**config.mk**
```make
export PLATFORM = sky130hd
export DESIGN_NAME = error_routing_and_windowed_watchdog
export DESIGN_NICKNAME = d
export VERILOG_FILES = /design/src/logic/err_route_pkg.sv /design/src/logic/wd_link_if.sv /design/src/logic/windowed_watchdog_unit.sv /design/src/logic/error_routing_and_windowed_watchdog.sv
export SDC_FILE = /design/constraint.sdc
export NUM_CORES = 1
export LEC_CHECK = 0
export ABC_AREA = 1
export BUFFER_PORTS_ARGS = -buffer_cell sky130_fd_sc_hd__buf_4
export CAP_MARGIN = 20
export CELL_PAD_IN_SITES_DETAIL_PLACEMENT = 2
export CELL_PAD_IN_SITES_GLOBAL_PLACEMENT = 2
export CORE_MARGIN = 2
export CORE_UTILIZATION = 36
export DETAILED_ROUTE_END_ITERATION = 12
export MAX_ROUTING_LAYER = met4
export PLACE_DENSITY_LB_ADDON = 0.1
export SYNTH_ARGS = -nofsm -noshare
export SYNTH_HDL_FRONTEND = slang
export SYNTH_SLANG_ARGS = --single-unit
export TNS_END_PERCENT = 20
```
**constraint.sdc**
```tcl
create_clock -name clk -period 8.1 [get_ports clk]
set_input_delay 2.43 -clock clk [delete_from_list [all_inputs] [get_ports clk]]
set_output_delay 2.43 -clock clk [all_outputs]
set_load 0.05 [all_outputs]
```
**src/logic/err_route_pkg.sv**
```systemverilog
// constants, register map and types shared by the error router and its watchdog
// assumes a 100 MHz system clock and a byte-addressed 32-bit register port
package err_route_pkg;
  localparam int unsigned ADDR_W = 8;
  localparam int unsigned DATA_W = 32;
  localparam int unsigned FUSE_STAT_W = 8;
  localparam int unsigned CNT_W = 24;
  localparam int unsigned EVT_W = 6;
  localparam int unsigned CAUSE_W = 4;
  // register byte offsets
  localparam logic [7:0] OFS_WD_CTRL = 8'h00;
  localparam logic [7:0] OFS_WD_TIMEOUT = 8'h04;
  localparam logic [7:0] OFS_WD_WINDOW = 8'h08;
  localparam logic [7:0] OFS_WD_SERVICE = 8'h0c;
  localparam logic [7:0] OFS_WD_COUNT = 8'h10;
  localparam logic [7:0] OFS_PLL_CTRL_ONE = 8'h14;
  localparam logic [7:0] OFS_RESET_CAUSE = 8'h18;
  localparam logic [7:0] OFS_IRQ_STATUS = 8'h1c;
  localparam logic [7:0] OFS_IRQ_MASK = 8'h20;
  // watchdog control fields
  localparam int unsigned CTRL_EN_BIT = 0;
  localparam int unsigned CTRL_NMI_BIT = 1;
  // pll control field
  localparam int unsigned PLL_RST_EN_BIT = 0;
  // reset cause fields
  localparam int unsigned CAUSE_SUPPLY = 0;
  localparam int unsigned CAUSE_STC = 1;
  localparam int unsigned CAUSE_OSC_PLL = 2;
  localparam int unsigned CAUSE_WDOG = 3;
  // interrupt status fields
  localparam int unsigned EVT_WD_VIOL = 0;
  localparam int unsigned EVT_RESET = 1;
  localparam int unsigned EVT_CAN2_PAR = 2;
  localparam int unsigned EVT_LBIST = 3;
  localparam int unsigned EVT_FUSE = 4;
  localparam int unsigned EVT_CLOCK = 5;
  // reset values
  localparam logic [CNT_W-1:0] TIMEOUT_RST = 24'hffffff;
  localparam logic [CNT_W-1:0] WINDOW_RST = 24'hffffff;
  localparam logic [EVT_W-1:0] MASK_RST = 6'h00;
  typedef enum logic [0:0] {
    WD_OFF = 1'b0,
    WD_RUN = 1'b1
  } wd_state_t;
endpackage

```
**src/logic/wd_link_if.sv**
```systemverilog
// carrier between the error router and its windowed watchdog unit
// assumes both ends sit on the same system clock
`timescale 1ns/1ps
interface wd_link_if;
  logic start;
  logic service;
  logic [err_route_pkg::CNT_W-1:0] timeout;
  logic [err_route_pkg::CNT_W-1:0] window;
  logic [err_route_pkg::CNT_W-1:0] count;
  logic running;
  logic violation;
  modport ctl (output start, output service, output timeout, output window,
               input count, input running, input violation);
  modport unit (input start, input service, input timeout, input window,
                output count, output running, output violation);
endinterface

```
**src/logic/windowed_watchdog_unit.sv**
```systemverilog
// down-counting windowed watchdog: service allowed only while count <= window
// assumes start and service are one-cycle pulses from the router
`timescale 1ns/1ps
module windowed_watchdog_unit (
  input wire logic clk, // system clock
  input wire logic rst_n, // synchronised reset, active low
  wd_link_if.unit lnk // control and status toward the router
);
  err_route_pkg::wd_state_t state_ff;
  err_route_pkg::wd_state_t nxt_state;
  logic [err_route_pkg::CNT_W-1:0] count_ff;
  logic [err_route_pkg::CNT_W-1:0] nxt_count;
  logic viol_ff;
  logic nxt_viol;

  always_comb
  begin
    nxt_state = state_ff;
    nxt_count = count_ff;
    nxt_viol = 1'b0;
    case (state_ff)
      err_route_pkg::WD_OFF:
      begin
        nxt_count = lnk.timeout;
        if (lnk.start)
        begin
          nxt_state = err_route_pkg::WD_RUN;
        end
      end
      err_route_pkg::WD_RUN:
      begin
        // no way back to off here: only reset leaves run
        if (lnk.service)
        begin
          nxt_count = lnk.timeout;
          nxt_viol = (count_ff > lnk.window); // early service
        end
        else if (count_ff == '0)
        begin
          nxt_count = lnk.timeout;
          nxt_viol = 1'b1; // expired unserviced
        end
        else
        begin
          nxt_count = count_ff - 1'b1;
        end
      end
      default:
      begin
        nxt_state = err_route_pkg::WD_OFF;
      end
    endcase
  end

  always_ff @(posedge clk or negedge rst_n)
  begin
    if (!rst_n)
    begin
      state_ff <= err_route_pkg::WD_OFF;
      count_ff <= err_route_pkg::TIMEOUT_RST;
      viol_ff <= 1'b0;
    end
    else
    begin
      state_ff <= nxt_state;
      count_ff <= nxt_count;
      viol_ff <= nxt_viol;
    end
  end

  assign lnk.count = count_ff;
  assign lnk.running = (state_ff == err_route_pkg::WD_RUN);
  assign lnk.violation = viol_ff;
endmodule

```
**src/logic/error_routing_and_windowed_watchdog.sv**
```systemverilog
// error routing toward the error collector and reset logic, plus watchdog control
// assumes synchronous source inputs and a single-cycle strobe register port
//
// Design decisions made here: the strobed register port and the register addresses.
`timescale 1ns/1ps

////////////////////////////////////////////////////////////////////////////////
// Notes on behaviour
// - second can controller parity error goes to collector group 1 channel 23
// - cpu self-test failure goes to collector group 1 channel 27
// - fuse autoload failure goes to group 3 channel 1, driving error pin
// - any fuse status bit set raises group 1 channel 40
// - fuse self-test failure raises group 1 channel 41
// - watchdog violation in nmi mode raises group 2 channel 24
// - supply out of range gives a reset, no collector channel
// - self-test controller cpu reset request resets and is logged as cause
// - oscillator fail or pll slip resets only when enabled; then logged
// - watchdog has a software-set service window
// - early, late or missing service is a violation
// - software picks reset or nmi on watchdog violation
// - watchdog starts disabled, counts only after software enables it
// - once enabled, disable attempts ignored until system reset
module error_routing_and_windowed_watchdog (
  input wire logic clk, // system clock, 100 MHz
  input wire logic rst_n, // system reset, active low, asynchronous
  input wire logic [7:0] addr, // register byte address
  input wire logic [31:0] wdata, // register write data
  input wire logic wr, // write strobe
  input wire logic rd, // read strobe
  output logic [31:0] rdata, // read data, cycle after rd
  input wire logic can2_parity_err, // second_can_controller message memory parity
  input wire logic lbist_fail, // cpu logic self-test failure
  input wire logic fuse_autoload_err, // fuse_controller autoload error
  input wire logic [7:0] fuse_err_status, // fuse_controller error status bits
  input wire logic fuse_selftest_err, // fuse_controller self-test error
  input wire logic supply_out_of_range, // supply_monitor out of range
  input wire logic stc_cpu_reset_req, // cpu_selftest_controller reset request
  input wire logic osc_fail, // oscillator failure
  input wire logic pll_slip, // pll slip
  output logic err_g1_ch23, // error_collector group 1 channel 23
  output logic err_g1_ch27, // error_collector group 1 channel 27
  output logic err_g3_ch1, // error_collector group 3 channel 1
  output logic err_g1_ch40, // error_collector group 1 channel 40
  output logic err_g1_ch41, // error_collector group 1 channel 41
  output logic err_g2_ch24, // error_collector group 2 channel 24, nmi
  output logic sys_reset_req, // system reset request, registered, high one cycle after each cycle that has a reset cause
  output logic irq // level interrupt
);

  ////////////////////////////////////////////////////////////////////////////////
  // reset release

  logic rst_meta_ff;
  logic rst_sync_ff;

  always_ff @(posedge clk or negedge rst_n)
  begin
    if (!rst_n)
    begin
      rst_meta_ff <= 1'b0;
      rst_sync_ff <= 1'b0;
    end
    else
    begin
      rst_meta_ff <= 1'b1;
      rst_sync_ff <= rst_meta_ff;
    end
  end

  ////////////////////////////////////////////////////////////////////////////////
  // decode helpers

  function automatic logic hit(input logic [7:0] a, input logic [7:0] ofs);
    hit = (a == ofs);
  endfunction

  function automatic logic [31:0] widen(input logic [23:0] v);
    widen = {8'h00, v};
  endfunction

  ////////////////////////////////////////////////////////////////////////////////
  // watchdog unit

  wd_link_if wd_lnk ();

  windowed_watchdog_unit u_wd (
    .clk(clk),
    .rst_n(rst_sync_ff),
    .lnk(wd_lnk)
  );

  ////////////////////////////////////////////////////////////////////////////////
  // software configuration

  logic nmi_sel_ff;
  logic nxt_nmi_sel;
  logic [23:0] timeout_ff;
  logic [23:0] nxt_timeout;
  logic [23:0] window_ff;
  logic [23:0] nxt_window;
  logic pll_rst_en_ff;
  logic nxt_pll_rst_en;
  logic [5:0] mask_ff;
  logic [5:0] nxt_mask;
  logic start_req;
  logic service_req;
  logic cfg_open;

  always_comb
  begin
    nxt_nmi_sel = nmi_sel_ff;
    nxt_timeout = timeout_ff;
    nxt_window = window_ff;
    nxt_pll_rst_en = pll_rst_en_ff;
    nxt_mask = mask_ff;
    cfg_open = !wd_lnk.running;
    start_req = 1'b0;
    service_req = 1'b0;
    if (wr)
    begin
      if (hit(addr, err_route_pkg::OFS_WD_CTRL))
      begin
        // a zero in the enable bit is simply ignored
        start_req = wdata[err_route_pkg::CTRL_EN_BIT] && cfg_open;
        if (cfg_open)
        begin
          nxt_nmi_sel = wdata[err_route_pkg::CTRL_NMI_BIT];
        end
      end
      if (hit(addr, err_route_pkg::OFS_WD_TIMEOUT) && cfg_open)
      begin
        nxt_timeout = wdata[23:0];
      end
      if (hit(addr, err_route_pkg::OFS_WD_WINDOW) && cfg_open)
      begin
        nxt_window = wdata[23:0];
      end
      if (hit(addr, err_route_pkg::OFS_WD_SERVICE))
      begin
        service_req = wd_lnk.running;
      end
      if (hit(addr, err_route_pkg::OFS_PLL_CTRL_ONE))
      begin
        nxt_pll_rst_en = wdata[err_route_pkg::PLL_RST_EN_BIT];
      end
      if (hit(addr, err_route_pkg::OFS_IRQ_MASK))
      begin
        nxt_mask = wdata[5:0];
      end
    end
  end

  always_ff @(posedge clk or negedge rst_sync_ff)
  begin
    if (!rst_sync_ff)
    begin
      nmi_sel_ff <= 1'b0;
      timeout_ff <= err_route_pkg::TIMEOUT_RST;
      window_ff <= err_route_pkg::WINDOW_RST;
      pll_rst_en_ff <= 1'b0;
      mask_ff <= err_route_pkg::MASK_RST;
    end
    else
    begin
      nmi_sel_ff <= nxt_nmi_sel;
      timeout_ff <= nxt_timeout;
      window_ff <= nxt_window;
      pll_rst_en_ff <= nxt_pll_rst_en;
      mask_ff <= nxt_mask;
    end
  end

  assign wd_lnk.start = start_req;
  assign wd_lnk.service = service_req;
  assign wd_lnk.timeout = timeout_ff;
  assign wd_lnk.window = window_ff;

  ////////////////////////////////////////////////////////////////////////////////
  // error channels and reset routing

  logic g1_ch23_ff;
  logic g1_ch27_ff;
  logic g3_ch1_ff;
  logic g1_ch40_ff;
  logic g1_ch41_ff;
  logic g2_ch24_ff;
  logic reset_ff;
  logic nxt_g2_ch24;
  logic nxt_reset;
  logic [3:0] cause_set;
  logic wd_reset;

  always_comb
  begin
    // the nmi choice only matters at the moment a violation fires
    nxt_g2_ch24 = wd_lnk.violation && nmi_sel_ff;
    wd_reset = wd_lnk.violation && !nmi_sel_ff;
    cause_set = 4'h0;
    cause_set[err_route_pkg::CAUSE_SUPPLY] = supply_out_of_range;
    cause_set[err_route_pkg::CAUSE_STC] = stc_cpu_reset_req;
    cause_set[err_route_pkg::CAUSE_OSC_PLL] = (osc_fail || pll_slip) && pll_rst_en_ff;
    cause_set[err_route_pkg::CAUSE_WDOG] = wd_reset;
    nxt_reset = |cause_set;
  end

  always_ff @(posedge clk or negedge rst_sync_ff)
  begin
    if (!rst_sync_ff)
    begin
      g1_ch23_ff <= 1'b0;
      g1_ch27_ff <= 1'b0;
      g3_ch1_ff <= 1'b0;
      g1_ch40_ff <= 1'b0;
      g1_ch41_ff <= 1'b0;
      g2_ch24_ff <= 1'b0;
      reset_ff <= 1'b0;
    end
    else
    begin
      g1_ch23_ff <= can2_parity_err;
      g1_ch27_ff <= lbist_fail;
      g3_ch1_ff <= fuse_autoload_err;
      g1_ch40_ff <= |fuse_err_status;
      g1_ch41_ff <= fuse_selftest_err;
      g2_ch24_ff <= nxt_g2_ch24;
      reset_ff <= nxt_reset;
    end
  end

  ////////////////////////////////////////////////////////////////////////////////
  // reset cause log, write one to clear; a new cause beats the clear

  logic [3:0] cause_ff;
  logic [3:0] nxt_cause;
  logic [3:0] cause_clr;

  always_comb
  begin
    cause_clr = 4'h0;
    if (wr && hit(addr, err_route_pkg::OFS_RESET_CAUSE))
    begin
      cause_clr = wdata[3:0];
    end
    nxt_cause = (cause_ff & ~cause_clr) | cause_set;
  end

  always_ff @(posedge clk or negedge rst_sync_ff)
  begin
    if (!rst_sync_ff)
    begin
      cause_ff <= 4'h0;
    end
    else
    begin
      cause_ff <= nxt_cause;
    end
  end

  ////////////////////////////////////////////////////////////////////////////////
  // interrupt status, cleared by reading it; set wins over the read

  logic [5:0] irq_st_ff;
  logic [5:0] nxt_irq_st;
  logic [5:0] evt_set;
  logic irq_ff;
  logic nxt_irq;
  logic st_read;

  always_comb
  begin
    evt_set = 6'h00;
    evt_set[err_route_pkg::EVT_WD_VIOL] = wd_lnk.violation;
    evt_set[err_route_pkg::EVT_RESET] = nxt_reset;
    evt_set[err_route_pkg::EVT_CAN2_PAR] = can2_parity_err;
    evt_set[err_route_pkg::EVT_LBIST] = lbist_fail;
    evt_set[err_route_pkg::EVT_FUSE] = fuse_autoload_err || fuse_selftest_err;
    evt_set[err_route_pkg::EVT_CLOCK] = osc_fail || pll_slip;
    st_read = rd && hit(addr, err_route_pkg::OFS_IRQ_STATUS);
    nxt_irq_st = (st_read ? 6'h00 : irq_st_ff) | evt_set;
    nxt_irq = |(nxt_irq_st & mask_ff);
  end

  always_ff @(posedge clk or negedge rst_sync_ff)
  begin
    if (!rst_sync_ff)
    begin
      irq_st_ff <= 6'h00;
      irq_ff <= 1'b0;
    end
    else
    begin
      irq_st_ff <= nxt_irq_st;
      irq_ff <= nxt_irq;
    end
  end

  ////////////////////////////////////////////////////////////////////////////////
  // read port; unmapped addresses read as zero

  logic [31:0] rdata_ff;
  logic [31:0] nxt_rdata;

  always_comb
  begin
    nxt_rdata = 32'h0000_0000;
    if (rd)
    begin
      case (addr)
        err_route_pkg::OFS_WD_CTRL:
        begin
          nxt_rdata[err_route_pkg::CTRL_EN_BIT] = wd_lnk.running;
          nxt_rdata[err_route_pkg::CTRL_NMI_BIT] = nmi_sel_ff;
        end
        err_route_pkg::OFS_WD_TIMEOUT:
        begin
          nxt_rdata = widen(timeout_ff);
        end
        err_route_pkg::OFS_WD_WINDOW:
        begin
          nxt_rdata = widen(window_ff);
        end
        err_route_pkg::OFS_WD_COUNT:
        begin
          nxt_rdata = widen(wd_lnk.count);
        end
        err_route_pkg::OFS_PLL_CTRL_ONE:
        begin
          nxt_rdata[err_route_pkg::PLL_RST_EN_BIT] = pll_rst_en_ff;
        end
        err_route_pkg::OFS_RESET_CAUSE:
        begin
          nxt_rdata[3:0] = cause_ff;
        end
        err_route_pkg::OFS_IRQ_STATUS:
        begin
          nxt_rdata[5:0] = irq_st_ff;
        end
        err_route_pkg::OFS_IRQ_MASK:
        begin
          nxt_rdata[5:0] = mask_ff;
        end
        default:
        begin
          nxt_rdata = 32'h0000_0000;
        end
      endcase
    end
  end

  always_ff @(posedge clk or negedge rst_sync_ff)
  begin
    if (!rst_sync_ff)
    begin
      rdata_ff <= 32'h0000_0000;
    end
    else
    begin
      rdata_ff <= nxt_rdata;
    end
  end

  ////////////////////////////////////////////////////////////////////////////////
  // outputs

  assign rdata = rdata_ff;
  assign err_g1_ch23 = g1_ch23_ff;
  assign err_g1_ch27 = g1_ch27_ff;
  assign err_g3_ch1 = g3_ch1_ff;
  assign err_g1_ch40 = g1_ch40_ff;
  assign err_g1_ch41 = g1_ch41_ff;
  assign err_g2_ch24 = g2_ch24_ff;
  assign sys_reset_req = reset_ff;
  assign irq = irq_ff;
endmodule

```
==> run_results.csv, run 1 <==
group,metric,value,unit
status,status,"finished clean",
place,placed_cell_area,7520,µm²
finish,fillers,2127,
clocking,clock_path_buffers,2,
job,maxCapViolations,0,
drt,post_drt_wl_per_cell,19.2,µm
drt,drt-total-wl,22600,µm
logic_synthesis,ys_seq_area_share,47.8,%
clocking,cts_root_buffer,"clkbuf_16",
critical_path,worstRegToRegCells,11,
logic_synthesis,syn-cell-area,6790,µm²
logic_synthesis,synth_top_family_by_area,"simple AND/OR/NAND/NOR gates",
logic_synthesis,yosys.area_share.xor_xnor,2.19,%
finish,nets,1014,
worst_hold_path,min_to,"rst_sync_ff",
drt,routed_via_density,5.07,
power_and_ir_drop,vdd_drop_max,0.157,mV
sta,setup_viol,0,
finish,seqCellArea,3250,µm²
floorplanning,initial_core_util,36.6,%
power_and_ir_drop,powerDensity,235,nW/µm²
critical_path,reg2reg_slack,5.82,ns
finish,fin_area,8170,µm²
place,numPortBuffers,83,
finish,fin_util,44.0,%
worst_hold_path,hold_class,"flip-flop to flip-flop",
worst_hold_path,holdCritStartpoint,"rst_meta_ff",
place,gp_congestion,0.871,
critical_path,critPathKind,"input pin to flip-flop",
critical_path,cp.arrival,4.65,ns
floorplanning,die_area,20000,µm²
logic_synthesis,yosys.area_share.simple,23.3,%
logic_synthesis,synthMuxAreaShare,0,%
floorplanning,ios,100,
finish,final_layout_size_suffix_gt1_share,23.1,%
clocking,cts_resized,0,
finish,multi_input_area,2820,µm²
floorplanning,coreArea,18600,µm²
drt,drc,0,
clocking,cts_sinks,126,
sta,fin_setup_tns,0,ns
drt,vias,5962,
sta,clock_skew,0.00850,ns
logic_synthesis,syn_area_per_cell,8.02,µm²
drt,first_iter_violations,190,
logic_synthesis,syn_inst,847,
critical_path,cp_max_fo,18,
sta,worst_slew_pin_slew,1.07,ns
critical_path,r2r_start,"u_wd.lnk.count[0]",
sta,relSlewSlack,28.4,%
sta,hold_violations,0,
floorplanning,die_width,141,µm
clocking,post_cts_buffers,0,
logic_synthesis,synthArstFlopShare,100,%
global_route,grt_pass1_vias,6861,
critical_path,worstReg2RegEnd,"u_wd.lnk.count[14]",
sta,final.min_clock_period,4.33,ns
global_route,grt_max_degree,67,
critical_path,worst_setup_path_end_kind,"flip-flop",
global_route,gr-usage-all-layers,24.8,%
sta,final_min_period_over_clock_period,53.4,%
drt,dr.pass1.iters,4,
finish,area_delta_synth_final,20.3,%
global_route,overflow,0,
clocking,path_clk_slew,0.06,ns
critical_path,critPathRequiredTime,8.43,ns
floorplanning,num_rows,50,
logic_synthesis,synth_common_cells,"nand2_1 (243), inv_1 (135), dfstp_2 (72), nor2_1 (70), dfrtp_1 (54)",
logic_synthesis,synth_edf_count,0,
logic_synthesis,ys_types,40,
place,hpwl,15900,µm
sta,maxSlewViolCount,0,
power_and_ir_drop,leakage,4.06,nW
logic_synthesis,synth_fa_ha_area_share,4.79,%
logic_synthesis,synth_largest_area_cell,"dfstp_2",
sta,hold_ws,0.354,ns
clocking,clk_latency,0.43,ns
power_and_ir_drop,power,0.00192,W
clocking,numCtsBuffers,17,
worst_hold_path,hold_depth,0,
sta,grt_setup_unrepaired,"false",
drt,ant_nets,0,
clocking,cts_tree,"yes",
critical_path,startpoint_type,"input pin",
logic_synthesis,yosysMostFrequentCell,"nand2_1",
logic_synthesis,synth.area.top_cells,"dfstp_2 (28%), dfrtp_1 (20%), nand2_1 (13%)",
logic_synthesis,yosys.area.top_type_share,27.9,%
global_route,antenna_found_initial,1,
sta,fmax,231,MHz
floorplanning,die_y,141,µm
clocking,htree_levels,4,
logic_synthesis,synth_compound_area_share,10.8,%
logic_synthesis,synth-warning-count,0,
global_route,grt_pass1_wl,37000,µm
logic_synthesis,synthFlopType,"dfstp_2",
clocking,postCtsHoldBufs,0,
logic_synthesis,synth-seq-cells,126,
[worst max-delay path by stage]
stage | slack [ns] | startpoint | to
after floorplan | 4.46 | rst_sync_ff | cause_ff[0]
after global routing | 3.66 | addr[7] | rdata[11]
after detailed placement | 3.10 | addr[1] | wd_lnk.window[16]
after CTS | 3.56 | addr[1] | wd_lnk.window[11]
final | 3.77 | addr[7] | rdata[11]
after global placement | 3.30 | addr[0] | wd_lnk.window[3]
[per-stage QoR]
step,setup slack (ns),cells
floorplan,4.46,854
global placement,3.30,1141
detailed placement,3.10,1141
CTS,3.56,1173
global route,3.66,1176
finish,3.77,1176
[metal layers]
layer | global-route usage, % | wire (µm)
met3 | 5.23 | 597
met2 | 40.8 | 11200
met5 | - | 0
met1 | 31.1 | 10500
met4 | 6.95 | 353
[flip-flops by register name, indices dropped and copies added (netlist names)]
signal and cells:
err_g3_ch1 1, u_wd.lnk.violation 1, rst_sync_ff 1, mask_ff 6, err_g2_ch24 1, nmi_sel_ff 1
sys_reset_req 1, pll_rst_en_ff 1, cause_ff 4, u_wd.lnk.running 1, err_g1_ch23 1, rst_meta_ff 1
err_g1_ch40 1, err_g1_ch27 1, err_g1_ch41 1, rdata 24, wd_lnk.window 24, u_wd.lnk.count 24
irq_st_ff 6, irq 1, timeout_ff 24
[final cells by class]
class | instances | share of cell area [%]
flip-flops and latches | 126 | 39.7
multi-input cells | 557 | 34.5
repair buffers | 86 | 8.21
inverters | 140 | 6.45
clock buffers | 17 | 5.21
well taps | 234 | 3.58
clock inverters | 15 | 2.25
diodes | 1 | 0.0306
[placed cells by master (no fill, tap or decap), types with 9 or more instances in the layout]
master / netlist / layout
a21oi_1: 18 / 18
buf_4: 10 / 84
clkbuf_16: 0 / 17
conb_1: 2 / 9
dfrtp_1: 54 / 53
dfstp_2: 72 / 72
ha_1: 26 / 26
inv_1: 135 / 135
nand2_1: 243 / 243
nand3_1: 32 / 32
nor2_1: 70 / 70
o211ai_1: 9 / 9
o21ai_0: 36 / 36
o21ai_1: 36 / 36
xor2_1: 10 / 10
[cells by family (layout without fill, tap and decap cells)]
logic type,count (synthesis),count (layout)
DFF,126,126
adders and majority gates,26,26
other,2,10
xor gates and xnor gates,17,17
AOI/OAI and AO/OA,127,127
and+or+nand+nor,378,378
buffers and inverters,171,258
[worst max-delay path, stage by stage]
cell and delay, ns:
buf_4 0.11, nor2_1 0.18, nand3_1 0.18, nor2_2 0.87
inv_2 0.31, nand3_1 0.15, nand2_1 0.16, a31oi_1 0.26
[power breakdown]
part / switching (W) / leakage [nW] / internal [W]
registers: 0.0000407 / 1.42 / 0.000679
logic: 0.000260 / 2.35 / 0.000134
clock network: 0.000319 / 0.291 / 0.000488
(Power assumes the default switching activity.)
==> inputs of run 2 (changes only) <==
--- a/config.mk
+++ b/config.mk
@@ -5,13 +5,13 @@
 export SDC_FILE = /design/constraint.sdc
 export NUM_CORES = 1
 export LEC_CHECK = 0
-export ABC_AREA = 1
+export ABC_AREA = 0
 export BUFFER_PORTS_ARGS = -buffer_cell sky130_fd_sc_hd__buf_4
 export CAP_MARGIN = 20
 export CELL_PAD_IN_SITES_DETAIL_PLACEMENT = 2
 export CELL_PAD_IN_SITES_GLOBAL_PLACEMENT = 2
 export CORE_MARGIN = 2
-export CORE_UTILIZATION = 36
+export CORE_UTILIZATION = 33
 export DETAILED_ROUTE_END_ITERATION = 12
 export MAX_ROUTING_LAYER = met4
 export PLACE_DENSITY_LB_ADDON = 0.1
==> constraint.sdc (replaced) <==
create_clock -name clk -period 3.6 [get_ports clk]
set_input_delay 1.08 -clock clk [delete_from_list [all_inputs] [get_ports clk]]
set_output_delay 1.08 -clock clk [all_outputs]
set_load 0.05 [all_outputs]
==> run 2 against run 1 <==
Flip-flop and latch count unchanged. Sequential share of layout area up 2.1 points. Critical path depth down 3. Sequential power up 130%. Via count down 21%. Cell count down 23%. Final area down 5.1%. Clock power up 130%. Clock skew up 0.0055 ns. Worst setup slack worse by 3.0 ns. Routed wire length down 20%. Combinational power up 72%. Largest cell class unchanged. Largest power group unchanged.
==> run_results.csv, run 2 <==
group,metric,value,unit
finish,final-instance-count-excl-fill,900,
place,gp_congestion,0.806,
finish,fin_util,41.7,%
logic_synthesis,ys_types,54,
power_and_ir_drop,switchingPower,0.00117,W
clocking,cts_sinks,126,
critical_path,reg2reg_slack,1.40,ns
sta,clock_skew,0.0139,ns
drt,ant_nets,0,
critical_path,crit_chain,"buf_4 -> nor4_1 -> and3_1 -> nand2_1 -> mux2_2",
drt,vias,4690,
sta,fmax,352,MHz
clocking,postCtsHoldBufs,0,
global_route,gr-usage-all-layers,19.9,%
floorplanning,die_y,141,µm
power_and_ir_drop,vdd_drop_max,0.341,mV
global_route,grt_max_degree,52,
sta,final_min_period_over_clock_period,78.9,%
logic_synthesis,synthFlopType,"dfstp_2",
finish,nets,739,
power_and_ir_drop,p_comb_share,16.2,%
critical_path,cp.arrival,3.15,ns
floorplanning,coreArea,18600,µm²
finish,antenna_cells,0,
sta,setup_viol,0,
critical_path,critical_path.top_delay_family,"simple AND/OR/NAND/NOR gates",
drt,dr.pass1.iters,4,
critical_path,critPathKind,"input pin to flip-flop",
logic_synthesis,synth_edf_count,0,
worst_hold_path,hold_depth,0,
critical_path,startpoint_type,"input pin",
clocking,clk_latency,0.43,ns
logic_synthesis,syn_inst,557,
clocking,cts_root_buffer,"clkbuf_16",
finish,fillers,1950,
logic_synthesis,synth.area.top_cells,"dfstp_2 (30%), dfrtp_1 (22%), mux2_2 (11%)",
clocking,htree_levels,4,
floorplanning,num_rows,50,
critical_path,r2r_start,"u_wd.lnk.count[12]",
place,place_inst,868,
worst_hold_path,holdCritStartpoint,"rst_meta_ff",
critical_path,worst_setup_path_end_kind,"flip-flop",
critical_path,cp_max_fo,8,
power_and_ir_drop,p_clk_share,44.3,%
logic_synthesis,synth_common_cells,"dfstp_2 (72), mux2_2 (60), dfrtp_1 (54), nand2_1 (54), a21oi_1 (51)",
place,placed_cell_area,7120,µm²
critical_path,cp_slowest_stage_delay,0.74,ns
clocking,path_clk_slew,0.06,ns
sta,fin_setup_tns,0,ns
sta,hold_violations,0,
sta,maxSlewViolCount,0,
sta,grt_setup_unrepaired,"false",
finish,area_delta_synth_final,25.0,%
power_and_ir_drop,p_int,0.00300,W
finish,layout_commonest_cell,"buf_4",
sta,final.min_clock_period,2.84,ns
clocking,post_cts_buffers,0,
global_route,antenna_found_initial,0,
clocking,cts_tree,"yes",
power_and_ir_drop,leakage,3.34,nW
floorplanning,initial_core_util,33.4,%
logic_synthesis,syn_area_per_cell,11.1,µm²
clocking,cts_resized,0,
critical_path,worstRegToRegCells,6,
critical_path,slowest_stage,"nor4_1",
sta,relSlewSlack,43.0,%
logic_synthesis,synth-seq-cells,126,
critical_path,cp_num_buf_inv,1,
logic_synthesis,syn-cell-area,6200,µm²
status,status,"finished clean",
power_and_ir_drop,seq_power_share,39.5,%
finish,layout_common_cells,"buf_4 (99), dfstp_2 (72), mux2_2 (60)",
power_and_ir_drop,powerDensity,538,nW/µm²
global_route,grt_pass1_wl,29500,µm
job,maxCapViolations,0,
logic_synthesis,synth_largest_area_cell,"dfstp_2",
logic_synthesis,synth-warning-count,0,
logic_synthesis,yosysMostFrequentCell,"dfstp_2",
finish,final_layout_size_suffix_gt1_share,41.3,%
worst_hold_path,hold_class,"flip-flop to flip-flop",
drt,drt-total-wl,18100,µm
floorplanning,ios,100,
clocking,numCtsBuffers,17,
sta,final.setup.worst_slack,0.759,ns
global_route,overflow,0,
drt,routed_via_density,5.21,
clocking,clock_path_buffers,2,
place,pre_cts_ws,0.447,ns
logic_synthesis,ys_seq_area_share,52.3,%
critical_path,critPathRequiredTime,3.91,ns
place,numPortBuffers,83,
floorplanning,die_area,19900,µm²
finish,fin_area,7760,µm²
worst_hold_path,min_to,"rst_sync_ff",
global_route,grt_pass1_vias,5316,
sta,worst_slew_pin_slew,0.847,ns
critical_path,worstReg2RegEnd,"u_wd.lnk.count[0]",
logic_synthesis,yosys.area.top_type_share,30.5,%
power_and_ir_drop,swShare,28.0,%
drt,post_drt_wl_per_cell,20.2,µm
place,hpwl,13100,µm
logic_synthesis,synthArstFlopShare,100,%
floorplanning,die_width,141,µm
drt,drc,0,
drt,first_iter_violations,241,
[run 2: cell count changes after synthesis, sizes merged, moves of 9 or more]
| cell | change |
|---|---|
| a22oi | +24 |
| nor2 | -38 |
| inv | -111 |
| nand3 | -27 |
| nand2 | -193 |
| buf | -9 |
| a21oi | +33 |
| o21ai | -68 |
| mux2 | +60 |
[run 2: per-stage QoR]
stage               hold slack, ns  power [W]
detailed placement           0.350    0.00235
global placement             0.339    0.00232
CTS                          0.361    0.00424
floorplan                    0.331    0.00211
global route                 0.368    0.00438
finish                       0.356    0.00417
[run 2: cells by family after synthesis]
family	synth area share [%]
AO/OA/AOI/OAI	12.7
flip-flops	52.3
adder cells (fa/ha/maj)	5.24
buffers and inverters	4.11
AND/OR/NAND/NOR	12.0
multiplexers	11.1
XOR/XNOR	2.54
other	0.121
[run 2: worst max-delay path by stage]
stage,slack (ns),to,depth (start not counted),startpoint
global placement,0.63,irq,7,addr[5]
finish,0.76,mask_ff[0],5,addr[1]
detailed placement,0.45,mask_ff[5],5,addr[1]
CTS,0.79,mask_ff[5],5,addr[1]
floorplan,1.08,irq,7,addr[5]
global route,0.66,mask_ff[1],5,addr[1]
[run 2: routing by layer]
metal / up-vias / wire [µm] / GRT usage, %
li1: 2160 / - / -
met1: 2440 / 8330 / 25.6
met2: 76 / 8980 / 32.2
met3: 14 / 622 / 3.87
met4: 0 / 205 / 5.11
met5: - / 0 / -
[run 2: final cells by class]
type	count	area, µm²	area share (%)
sequential	126	3250	41.9
multi-input combinational	381	2730	35.2
timing repair buffer	99	743	9.58
clock buffer	21	482	6.21
tap	234	293	3.77
clock inverter	11	154	1.98
inverter	28	105	1.36
[run 2: power groups by stage]
stage | clock (W) | sequential (W) | combinational (W)
2_1_floorplan | 0 | 0.00166 | 0.000447
3_3_place_gp | 0 | 0.00166 | 0.000660
3_5_place_dp | 0 | 0.00167 | 0.000679
4_1_cts | 0.00190 | 0.00165 | 0.000691
5_1_grt | 0.00195 | 0.00166 | 0.000766
6_report | 0.00185 | 0.00165 | 0.000677
==> inputs of run 3 (changes only) <==
--- a/config.mk
+++ b/config.mk
@@ -11,7 +11,7 @@
 export CELL_PAD_IN_SITES_DETAIL_PLACEMENT = 2
 export CELL_PAD_IN_SITES_GLOBAL_PLACEMENT = 2
 export CORE_MARGIN = 2
-export CORE_UTILIZATION = 33
+export CORE_UTILIZATION = 37
 export DETAILED_ROUTE_END_ITERATION = 12
 export MAX_ROUTING_LAYER = met4
 export PLACE_DENSITY_LB_ADDON = 0.1
==> constraint.sdc (replaced) <==
create_clock -name clk -period 2.95 [get_ports clk]
set_input_delay 0.885 -clock clk [delete_from_list [all_inputs] [get_ports clk]]
set_output_delay 0.885 -clock clk [all_outputs]
set_load 0.05 [all_outputs]
==> run 3 against run 2 <==
Register-to-register slack worse by 0.89 ns. Final area decreased by 0.44%. Clock skew decreased by 0.0067 ns. Largest cell class unchanged. Clock-buffer cell count increased by 3. Flip-flop and latch count stayed put. Utilization is 5.2 points higher. Die area down 11%. Clock power grew 15%. Global-route usage grew 2.9 points. Combinational power up 25%. Worst hold slack worse by 0.18 ns. Sequential power rose by 21%.
==> run_results.csv, run 3 (synthesized netlist as in run 2, its figures left out) <==
group,metric,value,unit
sta,final_min_period_over_clock_period,82.8,%
clocking,postCtsHoldBufs,0,
power_and_ir_drop,powerDensity,643,nW/µm²
clocking,post_cts_buffers,0,
critical_path,critPathKind,"flip-flop to flip-flop",
critical_path,r2r_start,"u_wd.lnk.count[0]",
job,maxCapViolations,0,
place,gp_congestion,0.776,
finish,layout_commonest_cell,"buf_4",
finish,fillers,1719,
global_route,grt_pass1_vias,5243,
floorplanning,initial_core_util,37.7,%
drt,dr.pass1.iters,7,
drt,first_iter_violations,193,
critical_path,crit_chain,"inv_1 -> ha_1 -> nand4b_1 -> and4bb_2 -> nor2_2 -> buf_12 -> nor2_1 -> a31oi_1",
drt,wl_met3,633,µm
critical_path,startpoint_type,"flip-flop",
finish,fin_util,46.9,%
critical_path,cp.arrival,2.79,ns
sta,worst_slew_pin_slew,0.736,ns
floorplanning,ios,100,
place,numPortBuffers,83,
worst_hold_path,hold_class,"flip-flop to async pin",
sta,hold_violations,0,
clocking,numCtsBuffers,17,
drt,ant_nets,0,
finish,antenna_cells,0,
global_route,grt_pass1_wl,30100,µm
critical_path,critPathRequiredTime,3.29,ns
drt,wl_met2,9250,µm
global_route,gr-usage-all-layers,22.7,%
sta,fin_setup_tns,0,ns
floorplanning,die_area,17800,µm²
floorplanning,die_y,133,µm
clocking,cts_sinks,126,
clocking,cts_root_buffer,"clkbuf_16",
floorplanning,coreArea,16500,µm²
finish,final_layout_size_suffix_gt1_share,40.8,%
clocking,clk_latency,0.43,ns
power_and_ir_drop,vdd_drop_max,0.463,mV
finish,final-instance-count-excl-fill,887,
critical_path,slowest_stage,"dfstp_2",
critical_path,worstReg2RegEnd,"u_wd.lnk.count[4]",
power_and_ir_drop,power,0.00497,W
sta,maxSlewViolCount,0,
drt,routed_via_density,5.31,
global_route,grt_max_degree,72,
finish,layout_common_cells,"buf_4 (98), dfstp_2 (72), mux2_2 (60)",
clocking,htree_levels,4,
place,place_inst,855,
finish,area_delta_synth_final,24.5,%
critical_path,worst_setup_path_end_kind,"flip-flop",
drt,wl_met1,8310,µm
drt,vias,4707,
clocking,cts_tree,"yes",
sta,clock_skew,0.00726,ns
sta,final.min_clock_period,2.44,ns
critical_path,crit_start,"u_wd.lnk.count[0]",
status,status,"finished clean",
critical_path,cp_max_fo,30,
finish,nets,740,
critical_path,reg2reg_slack,0.51,ns
clocking,cts_resized,0,
floorplanning,die_width,133,µm
place,placed_cell_area,7140,µm²
global_route,overflow,0,
critical_path,cp_slowest_stage_delay,0.58,ns
critical_path,critPathCapture,"u_wd.lnk.count[4]",
drt,drt-total-wl,18400,µm
finish,fin_area,7720,µm²
sta,setup_viol,0,
sta,relSlewSlack,50.9,%
clocking,path_clk_slew,0.06,ns
place,hpwl,12900,µm
power_and_ir_drop,leakage,3.34,nW
global_route,antenna_found_initial,0,
sta,grt_setup_unrepaired,"false",
critical_path,worstRegToRegCells,8,
floorplanning,num_rows,47,
drt,post_drt_wl_per_cell,20.8,µm
drt,maxUsedRoutingLayer,"met4",
sta,fmax,409,MHz
drt,drc,0,
clocking,clock_path_buffers,2,
## run 3: cell count changes in the layout (fill, tap and decap cells not counted)
cell and delta:
clkinv_4 -3, clkbuf_16 -1, clkbuf_1 +4, clkinvlp_4 -2, clkinv_2 +4, buf_12 +2, inv_6 -2, buf_4 -1
## run 3: metal layers
metal | global-route usage [%] | vias to the layer above
met3 | 4.38 | 19
li1 | - | 2166
met1 | 29.3 | 2445
met2 | 37.0 | 77
met4 | 6.09 | 0
met5 | - | -
## run 3: worst min-delay path by stage
| stage | start | end | slack (ns) | cells past startpoint |
|---|---|---|---|---|
| final | rst_sync_ff | rdata[11] | 0.18 | 0 |
| after global routing | rst_sync_ff | err_g1_ch40 | 0.19 | 0 |
| after CTS | rst_sync_ff | rdata[11] | 0.18 | 0 |
| after detailed placement | rst_sync_ff | rdata[11] | 0.18 | 0 |
| after global placement | rst_sync_ff | rdata[11] | 0.17 | 0 |
| after floorplan | rst_meta_ff | rst_sync_ff | 0.33 | 0 |
## run 3: per-stage QoR
stage | worst slack [ns] | hold slack, ns
floorplan | 0.627 | 0.331
global placement | 0.293 | 0.174
detailed placement | 0.258 | 0.181
CTS | 0.468 | 0.183
global route | 0.315 | 0.189
finish | 0.506 | 0.175
## run 3: where the power goes
group	switching (W)	internal, W
Combinational	0.000492	0.000355
Sequential	0.000118	0.00188
Clock	0.000754	0.00136
Total	0.00136	0.00360
## run 3: cell type report
cell class | count | area (µm²) | area share, %
inverters | 28 | 105 | 1.36
clock inverters | 8 | 115 | 1.49
well taps | 220 | 275 | 3.56
clock buffers | 24 | 472 | 6.11
multi-input cells | 381 | 2730 | 35.4
flip-flops and latches | 126 | 3250 | 42.0
repair buffers | 100 | 776 | 10.0
## run 3: critical path, delay by kind of cell, from the launching register on
| kind | cells | cell delay, ns |
|---|---|---|
| simple gates | 4 | 1.00 |
| flops | 1 | 0.58 |
| buf+inv | 2 | 0.39 |
| fa+ha+maj | 1 | 0.21 |
| compound gates | 1 | 0.16 |
